## src/eag_regs.svh

```systemverilog
`ifndef EAG_REGS_SVH
`define EAG_REGS_SVH

// ****************************************************************
// instruction set figures
// ****************************************************************
`define EAG_NUM_INSTR 62
`define EAG_NUM_MODES 8

// ****************************************************************
// instruction lengths in bytes, opcode included
// ****************************************************************
`define EAG_LEN_INH 2'h1
`define EAG_LEN_IMM 2'h2
`define EAG_LEN_DIR 2'h2
`define EAG_LEN_EXT 2'h3
`define EAG_LEN_IX 2'h1
`define EAG_LEN_IX1 2'h2
`define EAG_LEN_IX2 2'h3
`define EAG_LEN_REL 2'h2

// ****************************************************************
// address forming constants and reset values
// ****************************************************************
`define EAG_PAGE0_HIGH 8'h00
`define EAG_ADDR_RST 16'h0000
`define EAG_BYTE_RST 8'h00
`define EAG_FIRST_OPND 16'h0001
`define EAG_SECOND_OPND 16'h0002

`endif

```

## src/eag_pkg.sv

```systemverilog
package eag_pkg;

    // addressing modes, eight of them
    typedef enum logic [2:0] {
        MODE_INH,
        MODE_IMM,
        MODE_DIR,
        MODE_EXT,
        MODE_IX,
        MODE_IX1,
        MODE_IX2,
        MODE_REL
    } eag_mode_type;

    // sequencer states
    typedef enum logic [1:0] {
        ST_IDLE,
        ST_FETCH,
        ST_CALC
    } eag_state_type;

endpackage

```

## src/eag_arith_if.sv

```systemverilog
`timescale 1ns/100ps
// operands and results shared between the sequencer and its arithmetic units
interface eag_arith_if;
    logic [15:0] add_a;
    logic [15:0] add_b;
    logic [15:0] add_sum;
    logic [7:0] mul_a;
    logic [7:0] mul_b;
    logic [15:0] mul_p;

    modport adder (input add_a, input add_b, output add_sum);
    modport mult (input mul_a, input mul_b, output mul_p);
    modport user (output add_a, output add_b, input add_sum,
                  output mul_a, output mul_b, input mul_p);
endinterface

```

## src/eag_adder.sv

```systemverilog
`timescale 1ns/100ps
// full-width address adder; no carry out, sums wrap at the top of memory
module eag_adder
(
    eag_arith_if.adder ar
);
    // ****************************************************************
    // sum
    // ****************************************************************
    // carry ripples into the high byte, so zero-page sums reach page one
    assign ar.add_sum = ar.add_a + ar.add_b;
endmodule // eag_adder

```

## src/eag_mult.sv

```systemverilog
`timescale 1ns/100ps
// unsigned 8x8 multiplier, single cycle combinational
module eag_mult
(
    eag_arith_if.mult ar
);
    // ****************************************************************
    // product
    // ****************************************************************
    // both factors zero-extended, so no sign handling at all
    assign ar.mul_p = {8'h00, ar.mul_a} * {8'h00, ar.mul_b};
endmodule // eag_mult

```

## src/eag_top.sv

```systemverilog
`timescale 1ns/100ps
`include "eag_regs.svh"
module eag_top #(
    parameter int ADDR_W = 16,
    parameter int DATA_W = 8
)
(
    input wire logic mclk,
    input wire logic resetn,
    input wire logic start,
    input wire eag_pkg::eag_mode_type mode,
    input wire logic is_mul,
    input wire logic branch_take,
    input wire logic [7:0] acc_in,
    input wire logic [7:0] idx_in,
    input wire logic [15:0] pc_in,
    output logic mem_req,
    output logic [15:0] mem_addr,
    input wire logic [7:0] mem_rdata,
    input wire logic mem_ack,
    output logic busy,
    output logic done,
    output logic [15:0] ea,
    output logic ea_valid,
    output logic [7:0] operand,
    output logic operand_valid,
    output logic [15:0] next_pc,
    output logic [1:0] instr_len,
    output logic regs_write,
    output logic [7:0] acc_out,
    output logic [7:0] idx_out
);

    // ****************************************************************
    // elaboration checks
    // ****************************************************************
    // the address forms assume an 8-bit data path and a 16-bit address space
    generate
        if (ADDR_W != 16 || DATA_W != 8)
        begin : g_bad_width
            $error("eag_top supports only 16-bit addresses and 8-bit data");
        end
        if (`EAG_NUM_MODES != 8 || `EAG_NUM_INSTR != 62)
        begin : g_bad_set
            $error("eag_top instruction set figures do not match the decoder");
        end
    endgenerate

    // ****************************************************************
    // reset synchroniser
    // ****************************************************************
    logic rst_meta_q;
    logic rst_sync_q;

    // release is synchronised, assertion stays asynchronous
    always_ff @(posedge mclk or negedge resetn)
    begin
        if (!resetn)
        begin
            rst_meta_q <= 1'b0;
            rst_sync_q <= 1'b0;
        end
        else
        begin
            rst_meta_q <= 1'b1;
            rst_sync_q <= rst_meta_q;
        end
    end

    // ****************************************************************
    // declarations
    // ****************************************************************
    eag_pkg::eag_state_type state_q;
    eag_pkg::eag_mode_type mode_q;
    logic mul_q;
    logic take_q;
    logic [7:0] acc_q;
    logic [7:0] idx_q;
    logic [15:0] pc_q;
    logic [7:0] byte1_q;
    logic [7:0] byte2_q;
    logic [1:0] len_q;
    logic [1:0] left_q;
    logic fetch_idx_q;
    logic [15:0] npc_c;
    logic [15:0] rel_off_c;
    logic [1:0] start_len_c;

    eag_arith_if ar ();

    // ****************************************************************
    // arithmetic units
    // ****************************************************************
    eag_adder u_adder
    (
        .ar(ar.adder)
    );

    eag_mult u_mult
    (
        .ar(ar.mult)
    );

    // ****************************************************************
    // length decode
    // ****************************************************************
    // byte count per addressing mode, opcode included
    always_comb
    begin
        case (mode)
            eag_pkg::MODE_INH: start_len_c = `EAG_LEN_INH;
            eag_pkg::MODE_IMM: start_len_c = `EAG_LEN_IMM;
            eag_pkg::MODE_DIR: start_len_c = `EAG_LEN_DIR;
            eag_pkg::MODE_EXT: start_len_c = `EAG_LEN_EXT;
            eag_pkg::MODE_IX: start_len_c = `EAG_LEN_IX;
            eag_pkg::MODE_IX1: start_len_c = `EAG_LEN_IX1;
            eag_pkg::MODE_IX2: start_len_c = `EAG_LEN_IX2;
            eag_pkg::MODE_REL: start_len_c = `EAG_LEN_REL;
            default: start_len_c = `EAG_LEN_INH;
        endcase
    end

    // ****************************************************************
    // sequencer
    // ****************************************************************
    // one opcode at a time; start is ignored while busy
    always_ff @(posedge mclk or negedge rst_sync_q)
    begin
        if (!rst_sync_q)
        begin
            state_q <= eag_pkg::ST_IDLE;
            left_q <= 2'h0;
            fetch_idx_q <= 1'b0;
        end
        else
        begin
            case (state_q)
                eag_pkg::ST_IDLE:
                begin
                    if (start)
                    begin
                        left_q <= start_len_c - 2'h1;
                        fetch_idx_q <= 1'b0;
                        // one-byte forms need no operand fetch
                        if (start_len_c == 2'h1)
                        begin
                            state_q <= eag_pkg::ST_CALC;
                        end
                        else
                        begin
                            state_q <= eag_pkg::ST_FETCH;
                        end
                    end
                end
                eag_pkg::ST_FETCH:
                begin
                    if (mem_ack)
                    begin
                        left_q <= left_q - 2'h1;
                        fetch_idx_q <= 1'b1;
                        if (left_q == 2'h1)
                        begin
                            state_q <= eag_pkg::ST_CALC;
                        end
                    end
                end
                eag_pkg::ST_CALC:
                begin
                    state_q <= eag_pkg::ST_IDLE;
                end
                default:
                begin
                    state_q <= eag_pkg::ST_IDLE;
                end
            endcase
        end
    end

    // ****************************************************************
    // instruction capture
    // ****************************************************************
    // cpu state is sampled once at start, so it may change afterwards
    always_ff @(posedge mclk or negedge rst_sync_q)
    begin
        if (!rst_sync_q)
        begin
            mode_q <= eag_pkg::MODE_INH;
            mul_q <= 1'b0;
            take_q <= 1'b0;
            acc_q <= `EAG_BYTE_RST;
            idx_q <= `EAG_BYTE_RST;
            pc_q <= `EAG_ADDR_RST;
            len_q <= `EAG_LEN_INH;
        end
        else if (state_q == eag_pkg::ST_IDLE && start)
        begin
            mode_q <= mode;
            mul_q <= is_mul;
            take_q <= branch_take;
            acc_q <= acc_in;
            idx_q <= idx_in;
            pc_q <= pc_in;
            len_q <= start_len_c;
        end
    end

    // ****************************************************************
    // operand byte fetch
    // ****************************************************************
    // bytes that follow the opcode, in program order
    always_ff @(posedge mclk or negedge rst_sync_q)
    begin
        if (!rst_sync_q)
        begin
            byte1_q <= `EAG_BYTE_RST;
            byte2_q <= `EAG_BYTE_RST;
        end
        else if (state_q == eag_pkg::ST_FETCH && mem_ack)
        begin
            if (fetch_idx_q)
            begin
                byte2_q <= mem_rdata;
            end
            else
            begin
                byte1_q <= mem_rdata;
            end
        end
    end

    // request held until memory acknowledges
    assign mem_req = (state_q == eag_pkg::ST_FETCH);
    assign mem_addr = pc_q + (fetch_idx_q ? `EAG_SECOND_OPND : `EAG_FIRST_OPND);
    assign busy = (state_q != eag_pkg::ST_IDLE);

    // ****************************************************************
    // address arithmetic
    // ****************************************************************
    // following instruction, which is also the branch base
    assign npc_c = pc_q + {14'h0000, len_q};
    // sign extension of the displacement byte
    assign rel_off_c = {{8{byte1_q[7]}}, byte1_q};

    // adder operands picked by mode
    always_comb
    begin
        ar.add_a = npc_c;
        ar.add_b = 16'h0000;
        case (mode_q)
            eag_pkg::MODE_IX1:
            begin
                ar.add_a = {`EAG_PAGE0_HIGH, idx_q};
                ar.add_b = {`EAG_PAGE0_HIGH, byte1_q};
            end
            eag_pkg::MODE_IX2:
            begin
                ar.add_a = {`EAG_PAGE0_HIGH, idx_q};
                ar.add_b = {byte1_q, byte2_q};
            end
            eag_pkg::MODE_REL:
            begin
                ar.add_a = npc_c;
                // not taken adds nothing and falls through
                ar.add_b = take_q ? rel_off_c : 16'h0000;
            end
            default:
            begin
                ar.add_a = npc_c;
                ar.add_b = 16'h0000;
            end
        endcase
    end

    assign ar.mul_a = acc_q;
    assign ar.mul_b = idx_q;

    // ****************************************************************
    // effective address and operand results
    // ****************************************************************
    // all results registered, presented together with done
    always_ff @(posedge mclk or negedge rst_sync_q)
    begin
        if (!rst_sync_q)
        begin
            ea <= `EAG_ADDR_RST;
            ea_valid <= 1'b0;
            operand <= `EAG_BYTE_RST;
            operand_valid <= 1'b0;
            next_pc <= `EAG_ADDR_RST;
            instr_len <= `EAG_LEN_INH;
        end
        else if (state_q == eag_pkg::ST_CALC)
        begin
            instr_len <= len_q;
            next_pc <= (mode_q == eag_pkg::MODE_REL) ? ar.add_sum : npc_c;
            operand <= byte1_q;
            operand_valid <= (mode_q == eag_pkg::MODE_IMM);
            case (mode_q)
                eag_pkg::MODE_DIR:
                begin
                    ea <= {`EAG_PAGE0_HIGH, byte1_q};
                    ea_valid <= 1'b1;
                end
                eag_pkg::MODE_EXT:
                begin
                    ea <= {byte1_q, byte2_q};
                    ea_valid <= 1'b1;
                end
                eag_pkg::MODE_IX:
                begin
                    ea <= {`EAG_PAGE0_HIGH, idx_q};
                    ea_valid <= 1'b1;
                end
                eag_pkg::MODE_IX1, eag_pkg::MODE_IX2:
                begin
                    ea <= ar.add_sum;
                    ea_valid <= 1'b1;
                end
                default:
                begin
                    // inherent, immediate and relative form no operand address
                    ea <= `EAG_ADDR_RST;
                    ea_valid <= 1'b0;
                end
            endcase
        end
    end

    // ****************************************************************
    // multiply results
    // ****************************************************************
    // only an inherent multiply writes the register pair back
    always_ff @(posedge mclk or negedge rst_sync_q)
    begin
        if (!rst_sync_q)
        begin
            acc_out <= `EAG_BYTE_RST;
            idx_out <= `EAG_BYTE_RST;
            regs_write <= 1'b0;
        end
        else if (state_q == eag_pkg::ST_CALC)
        begin
            regs_write <= mul_q && (mode_q == eag_pkg::MODE_INH);
            acc_out <= ar.mul_p[7:0];
            idx_out <= ar.mul_p[15:8];
        end
        else
        begin
            regs_write <= 1'b0;
        end
    end

    // ****************************************************************
    // completion
    // ****************************************************************
    // done pulses for one cycle, in the cycle the results appear
    always_ff @(posedge mclk or negedge rst_sync_q)
    begin
        if (!rst_sync_q)
        begin
            done <= 1'b0;
        end
        else
        begin
            done <= (state_q == eag_pkg::ST_CALC);
        end
    end

endmodule // eag_top

```

## config.mk

```make
export PLATFORM = sky130hd
export DESIGN_NAME = eag_top
export DESIGN_NICKNAME = d
export VERILOG_FILES = /design/src/eag_pkg.sv /design/src/eag_arith_if.sv /design/src/eag_adder.sv /design/src/eag_mult.sv /design/src/eag_top.sv
export VERILOG_INCLUDE_DIRS = /design/src
export SDC_FILE = /design/constraint.sdc
export NUM_CORES = 1
export LEC_CHECK = 0
export ABC_CLOCK_PERIOD_IN_PS = 9300
export BUFFER_PORTS_ARGS = -buffer_cell sky130_fd_sc_hd__buf_2
export CAP_MARGIN = 40
export CORE_ASPECT_RATIO = 1.2
export CORE_UTILIZATION = 40
export CTS_CLUSTER_SIZE = 25
export DETAILED_ROUTE_END_ITERATION = 8
export PLACE_DENSITY = 0.62
export SLEW_MARGIN = 30
export SYNTH_ARGS = -nofsm -noshare
export SYNTH_HDL_FRONTEND = slang
export SYNTH_HIERARCHICAL = 1
export SYNTH_SLANG_ARGS = --single-unit
```

## constraint.sdc

```tcl
create_clock -name mclk -period 9.3 [get_ports mclk]
set_clock_uncertainty 0.15 [all_clocks]
set_input_delay 1.86 -clock mclk [delete_from_list [all_inputs] [get_ports mclk]]
set_output_delay 1.86 -clock mclk [all_outputs]
set_load 0.03 [all_outputs]
```

* Word level (Yosys, flattened, before mapping)
Memories as Yosys holds them, arrays and structs flattened. Cells that the tools add are included.
Cells by class: add/sub/neg operators 5, multiply operators 1, equal/unequal tests 14, multiplexer cells 19, bitwise gates (word level) 1, reduce and logical (&&, ||, !) cells 13
Operators with widths (number):
- $pmux 16 s4 | 1
- $mux 16 | 3
- $pmux 16 s3 | 1
- $add 16x2->16 | 2
- $add 16x16->16 | 1
- $mul 8x8->16 | 1
- $mux 2 | 7
- $eq 3x3->1 const B | 4
- $pmux 2 s2 | 2
- $eq 2x1->1 const B | 3
- $eq 3x2->1 const B | 2
- $reduce_and 3->1 | 2
- $reduce_or 5->1 | 1
- $mux 1 | 4
- $ne 2x1->1 const B | 2
- $reduce_and 2->1 | 2
- $reduce_bool 2->1 | 2
- $sub 2x1->2 const B | 2
- $eq 3x1->1 const B | 1
- $logic_and 1x1->1 | 3
- $logic_not 3->1 | 1
- $eq 2x2->1 const B | 1
- $logic_not 2->1 | 1
- $ne 2x2->1 const B | 1
- 3 further kinds | 3
Word-level totals: register bits 124, ROM bits 16, input bits 49, output and inout port bits 80, logic and storage cells 78, memories 1
Memory list:
- (no name shown) | words 8, width 2, rd ports 1, clocked after memory_dff 0, write ports 0, line eag_top.sv:110 | case (mode)

* Longest topological paths before layout
word-level depth 5, depth in mapped cells 18, mapped depth without buffers 17

* Cells and area by module
Netlist, hierarchy kept.
Modules (own cells, without submodules):
- eag_top | times used 1, cells each 696, area an instance 6303.5 µm², sequential area each 3105.5 µm²
- eag_mult | times used 1, cells each 243, area an instance 2109.5 µm², sequential area each 0.0 µm²
- eag_adder | times used 1, cells each 107, area an instance 853.3 µm², sequential area each 0.0 µm²

* Worst setup path after synthesis
No wires, ideal clock.
path type reg-to-reg, from reg idx_q[4], in the netlist ar.mul_b[4], to reg idx_out[3], setup time 66 ps, data arrival time 4022 ps, required time 9084 ps, slack 5063 ps, stages on the path, launching flop included 18, path buffers 0, clock period less this slack 4237 ps, cell sequence dfrtp_1 > and2_1 > fa_1 > inv_1 > fa_1 > inv_1 > fa_1 > inv_1 > fa_1 > inv_1 > ha_1 > a21o_1 > a21oi_1 > nand2_1 > a31oi_1 > xnor2_1 > nand2_1 > nand2_1
On the way: longest elaborated chain between the ends 1
Ends and longest elaborated chain:
- from (decl) | line eag_top.sv:78 | logic [7:0] idx_q;
- from (signal assigned) | line eag_top.sv:191 | idx_q <= `EAG_BYTE_RST;
- from (signal assigned) | line eag_top.sv:201 | idx_q <= idx_in;
- $mul 8x8->16 | line eag_mult.sv:11 | assign ar.mul_p = {8'h00, ar.mul_a} * {8'h00, ar.mul_b};
- named net ar.mul_p[11] | line eag_arith_if.sv:9 | logic [15:0] mul_p;
- to (signal assigned) | line eag_top.sv:338 | idx_out <= `EAG_BYTE_RST;
- to (signal assigned) | line eag_top.sv:345 | idx_out <= ar.mul_p[15:8];
- to (decl) | line eag_top.sv:31 | output logic [7:0] idx_out
The timed path passes the listed nets, and every way through them passes these cells. A chain may end at the register's enable or synchronous reset.

* Final worst setup path
from reg fetch_idx_q, to out mem_addr[14]
On the way: longest elaborated chain between the ends 2
Ends and longest elaborated chain:
- from (decl) | line eag_top.sv:84 | logic fetch_idx_q;
- from (signal assigned) | line eag_top.sv:133 | fetch_idx_q <= 1'b0;
- from (signal assigned) | line eag_top.sv:143 | fetch_idx_q <= 1'b0;
- from (signal assigned) | line eag_top.sv:160 | fetch_idx_q <= 1'b1;
- $mux 2 (no source line)
- $add 16x2->16 | line eag_top.sv:233 | assign mem_addr = pc_q + (fetch_idx_q ? `EAG_SECOND_OPND : `EAG_FIRST_OPND);
- to (decl) | line eag_top.sv:18 | output logic [15:0] mem_addr,
Every way passes these cells.

==> summary.txt <==
Setup path
  – Bufs and invs on worst path: 3
  – CP max-delay cell: fa_1
  – Arrival @ worst endpoint: 2.85 ns
  – Critical Path Fanout Max: 4
  – CP Cell Sequence: inv_1 -> ha_1 -> inv_1 -> fa_1 -> nor3_1 -> nand2_1 -> nor2_1 -> xor2_1 -> buf_2
  – WP data required: 7.29 ns
  – WS Path Type: register to output port
  – Crit-path leading delay family: simple AND/OR/NAND/NOR gates
  – Crit start category: register
  – R2R Setup Slk: 4.67 ns
  – Setup crit end kind: output port
  – Max incr delay on CP: 0.46 ns
  – Most used cell, CP: inv_1

Floorplanning
  – Initial core utilization: 0.410
  – Core Region: 0.0226 mm2
  – Die area: 0.0238 mm2
  – Die height: 169 um
  – # IOs: 129
  – Row Count: 60
  – Die width: 141 um

Clock network
  – Worst-Skew Late Latency: 0.42 ns
  – Post-CTS setup buffer count: 0
  – Reg clk slew, reported paths: 0.06 ns
  – # resized after CTS: 0
  – CTS Buffer Depth: 2
  – Clk sinks: 124
  – H-tree depth: 4
  – Root buf cell: clkbuf_16
  – Post-CTS Hold Buffers: 0
  – TritonCTS clock tree: done
  – CTS Buf Count: 17

Synthesis
  – Mapped Avg Cell Area: 8.86 um2
  – Netlist cell types: 73
  – Synth Warn #: 6
  – Synthesized area: 0.00927 mm2
  – Asr flop ratio synth: 1.00
  – Synth area leaders: dfrtp_1 33%, nand2_1 9.8%, fa_1 8.4%, ha_1 7.8%, and2_1 3.4%
  – Synth Flop Type: dfrtp_1
  – Yosys reg bits: 124
  – Post-synth EDFFs: 0
  – Post-synth top area share: 0.329
  – Mapped Cells: 1046
  – Sequential fraction of the synthesis area: 0.335
  – Yosys top cell by area: dfrtp_1
  – Synth Net Count: 1192

Finish
  – Ant diodes: 0
  – Share of layout cells above drive strength 1: 0.180
  – Area taken by multi-input logic gates: 0.00559 mm2
  – FF+latch area: 0.00311 mm2
  – Nets: 1292
  – Area Growth Syn to Fin: 15.7%
  – Fillers: 2255
  – Final core occ: 0.474

Route
  – Vias per cell: 5.28
  – Drc violations: 0
  – Via count: 7750
  – Detail Route Antenna Nets: 0
  – Drt wl/cell: 17.5 um
  – Wirelength, routed: 25800 um
  – First-pass iteration count of the detailed router: 5
  – Starting DRC count in detailed routing: 478

Global route
  – First-pass GRT wire length: 41700 um
  – Largest net degree at the start of global routing: 68
  – GRT overflow: 0
  – GRT Total Usage: 0.228
  – Number of global-route vias before repair: 7785
  – Initial antenna violation count: 0

Placement
  – HPWL Detailed: 19200 um
  – Final GP Congestion: 0.918
  – IO buf count: 128

Timing
  – Final Max Slew Viols: 0
  – Fin Setup TNS: 0 ns
  – RSZ-0062 raised after global routing: no
  – Crit share post-route: 0.523
  – Finish-stage setup viols: 0
  – Worst slew margin: 0.475
  – Final hold vios: 0
  – Max frequency: 206 MHz
  – Worst Max-Slew Pin Slew: 0.784 ns
  – Final min period: 4.86 ns

Status
  – Outcome: completed

Worst hold path
  – Hold WC Path Type: register to asynchronous set/reset pin

Flow run
  – Max-cap violation count: 0
==> cell usage in the layout (no fill, tap or decap), types with 10 or more instances in the layout <==
cell type / Yosys / routed
nor2b_1: 13 / 13
a21o_1: 31 / 31
clkbuf_16: 0 / 17
and3_1: 16 / 16
inv_1: 67 / 67
a21oi_1: 34 / 34
a22o_1: 15 / 15
and2_1: 51 / 51
xor2_1: 25 / 25
a221oi_1: 17 / 17
fa_1: 39 / 39
xnor2_1: 25 / 25
buf_2: 8 / 128
nor3_1: 12 / 12
mux2_2: 17 / 17
nor2_1: 50 / 50
dfrtp_1: 122 / 121
nand3_1: 17 / 17
nand2_1: 241 / 241
ha_1: 58 / 58
o21ai_0: 34 / 34
buf_4: 2 / 10
==> stage by stage <==
step | instances | cell area, um2 | hold WS [ns] | worst slack [ns]
floorplan | 1046 | 9270 | 0.181 | 5.06
global placement | 1435 | 10100 | 0.184 | 4.75
detailed placement | 1435 | 10100 | 0.191 | 4.67
CTS | 1467 | 10700 | 0.205 | 4.47
global route | 1469 | 10700 | 0.0797 | 4.19
finish | 1469 | 10700 | 0.0519 | 4.44
==> worst register-to-register path, stage by stage (launching register included) <==
cell and delay (ns):
dfrtp_1 0.53, and2_1 0.26, fa_1 0.53, inv_1 0.05, fa_1 0.47, inv_1 0.05
fa_1 0.52, inv_1 0.05, fa_1 0.53, inv_1 0.04, ha_1 0.36, a21o_1 0.19
a21oi_1 0.23, nand3_1 0.15, and3_1 0.18, a211oi_2 0.14, nand2_1 0.07, nand2_1 0.07
==> path summary, 6_finish.rpt <==
path,end,startpoint,cells past startpoint
worst max-delay path,mem_addr[14],fetch_idx_q,9
worst min register to register,operand[5],rst_sync_q,0
worst max register to register,idx_out[7],ar.mul_b[4],17
min in group mclk,rst_sync_q,rst_meta_q,0
worst min-delay path,operand[5],rst_sync_q,0
max in group asynchronous,len_q[0],rst_sync_q,3
==> Yosys cell counts (all sizes together) (2+ instances only) <==
cell      n
nand4     7
mux2     17
xor2     25
and2     52
fa       39
buf      21
o211ai    4
o21a      7
a22o     15
dfrtp   122
a211oi   11
nor2     51
inv      67
nor2b    14
clkbuf   38
nand2   242
or3       2
nand3b    3
or4b      2
a221oi   17
or4       2
o311ai    4
o21ai    38
nand2b    2
nor4      8
a31oi     6
and3     17
ha       58
a22oi     8
nor3     12
a21oi    36
a211o     3
xnor2    25
a21o     31
nand3    19
dfstp     2
==> state kept, by name, summed over array words and instances (netlist names) <==
signal and cells:
acc_out 8, acc_q 8, ar.mul_b 8, byte1_q 8, byte2_q 8, done 1
ea 16, ea_valid 1, fetch_idx_q 1, idx_out 8, instr_len 2, left_q 2
len_q 2, mode_q 3, mul_q 1, next_pc 16, operand 8, operand_valid 1
pc_q 16, regs_write 1, rst_meta_q 1, rst_sync_q 1, state_q 2, take_q 1
==> cell families (layout without fill, tap and decap cells) <==
| family | count (synthesis) | in the layout | synth area share |
|---|---|---|---|
| xor+xnor | 50 | 50 | 0.0473 |
| simple gates | 439 | 439 | 0.222 |
| mux | 18 | 18 | 0.0217 |
| buf+inv | 126 | 239 | 0.0620 |
| flops | 124 | 124 | 0.335 |
| other cells | 1 | 1 | 0.000405 |
| fa+ha+maj | 97 | 97 | 0.163 |
| compound gates | 191 | 191 | 0.149 |
==> layout make-up <==
class / count / area share
clock buffer: 19 / 0.0404
clock inverter: 13 / 0.0177
inverter: 67 / 0.0235
multi-input combinational: 796 / 0.521
sequential: 124 / 0.290
tap: 310 / 0.0362
timing repair buffer: 140 / 0.0712
==> per-layer routing <==
layer / GRT usage / up-vias / share of wire
li1: - / 3745 / -
met1: 0.277 / 3742 / 0.42
met5: 0 / - / 0
met3: 0.0314 / 38 / 0.034
met4: 0.0898 / 0 / 0.029
met2: 0.406 / 225 / 0.51
Power is not shown: default switching activity piles up to over one toggle a cycle in this logic, so the estimate is an artifact.
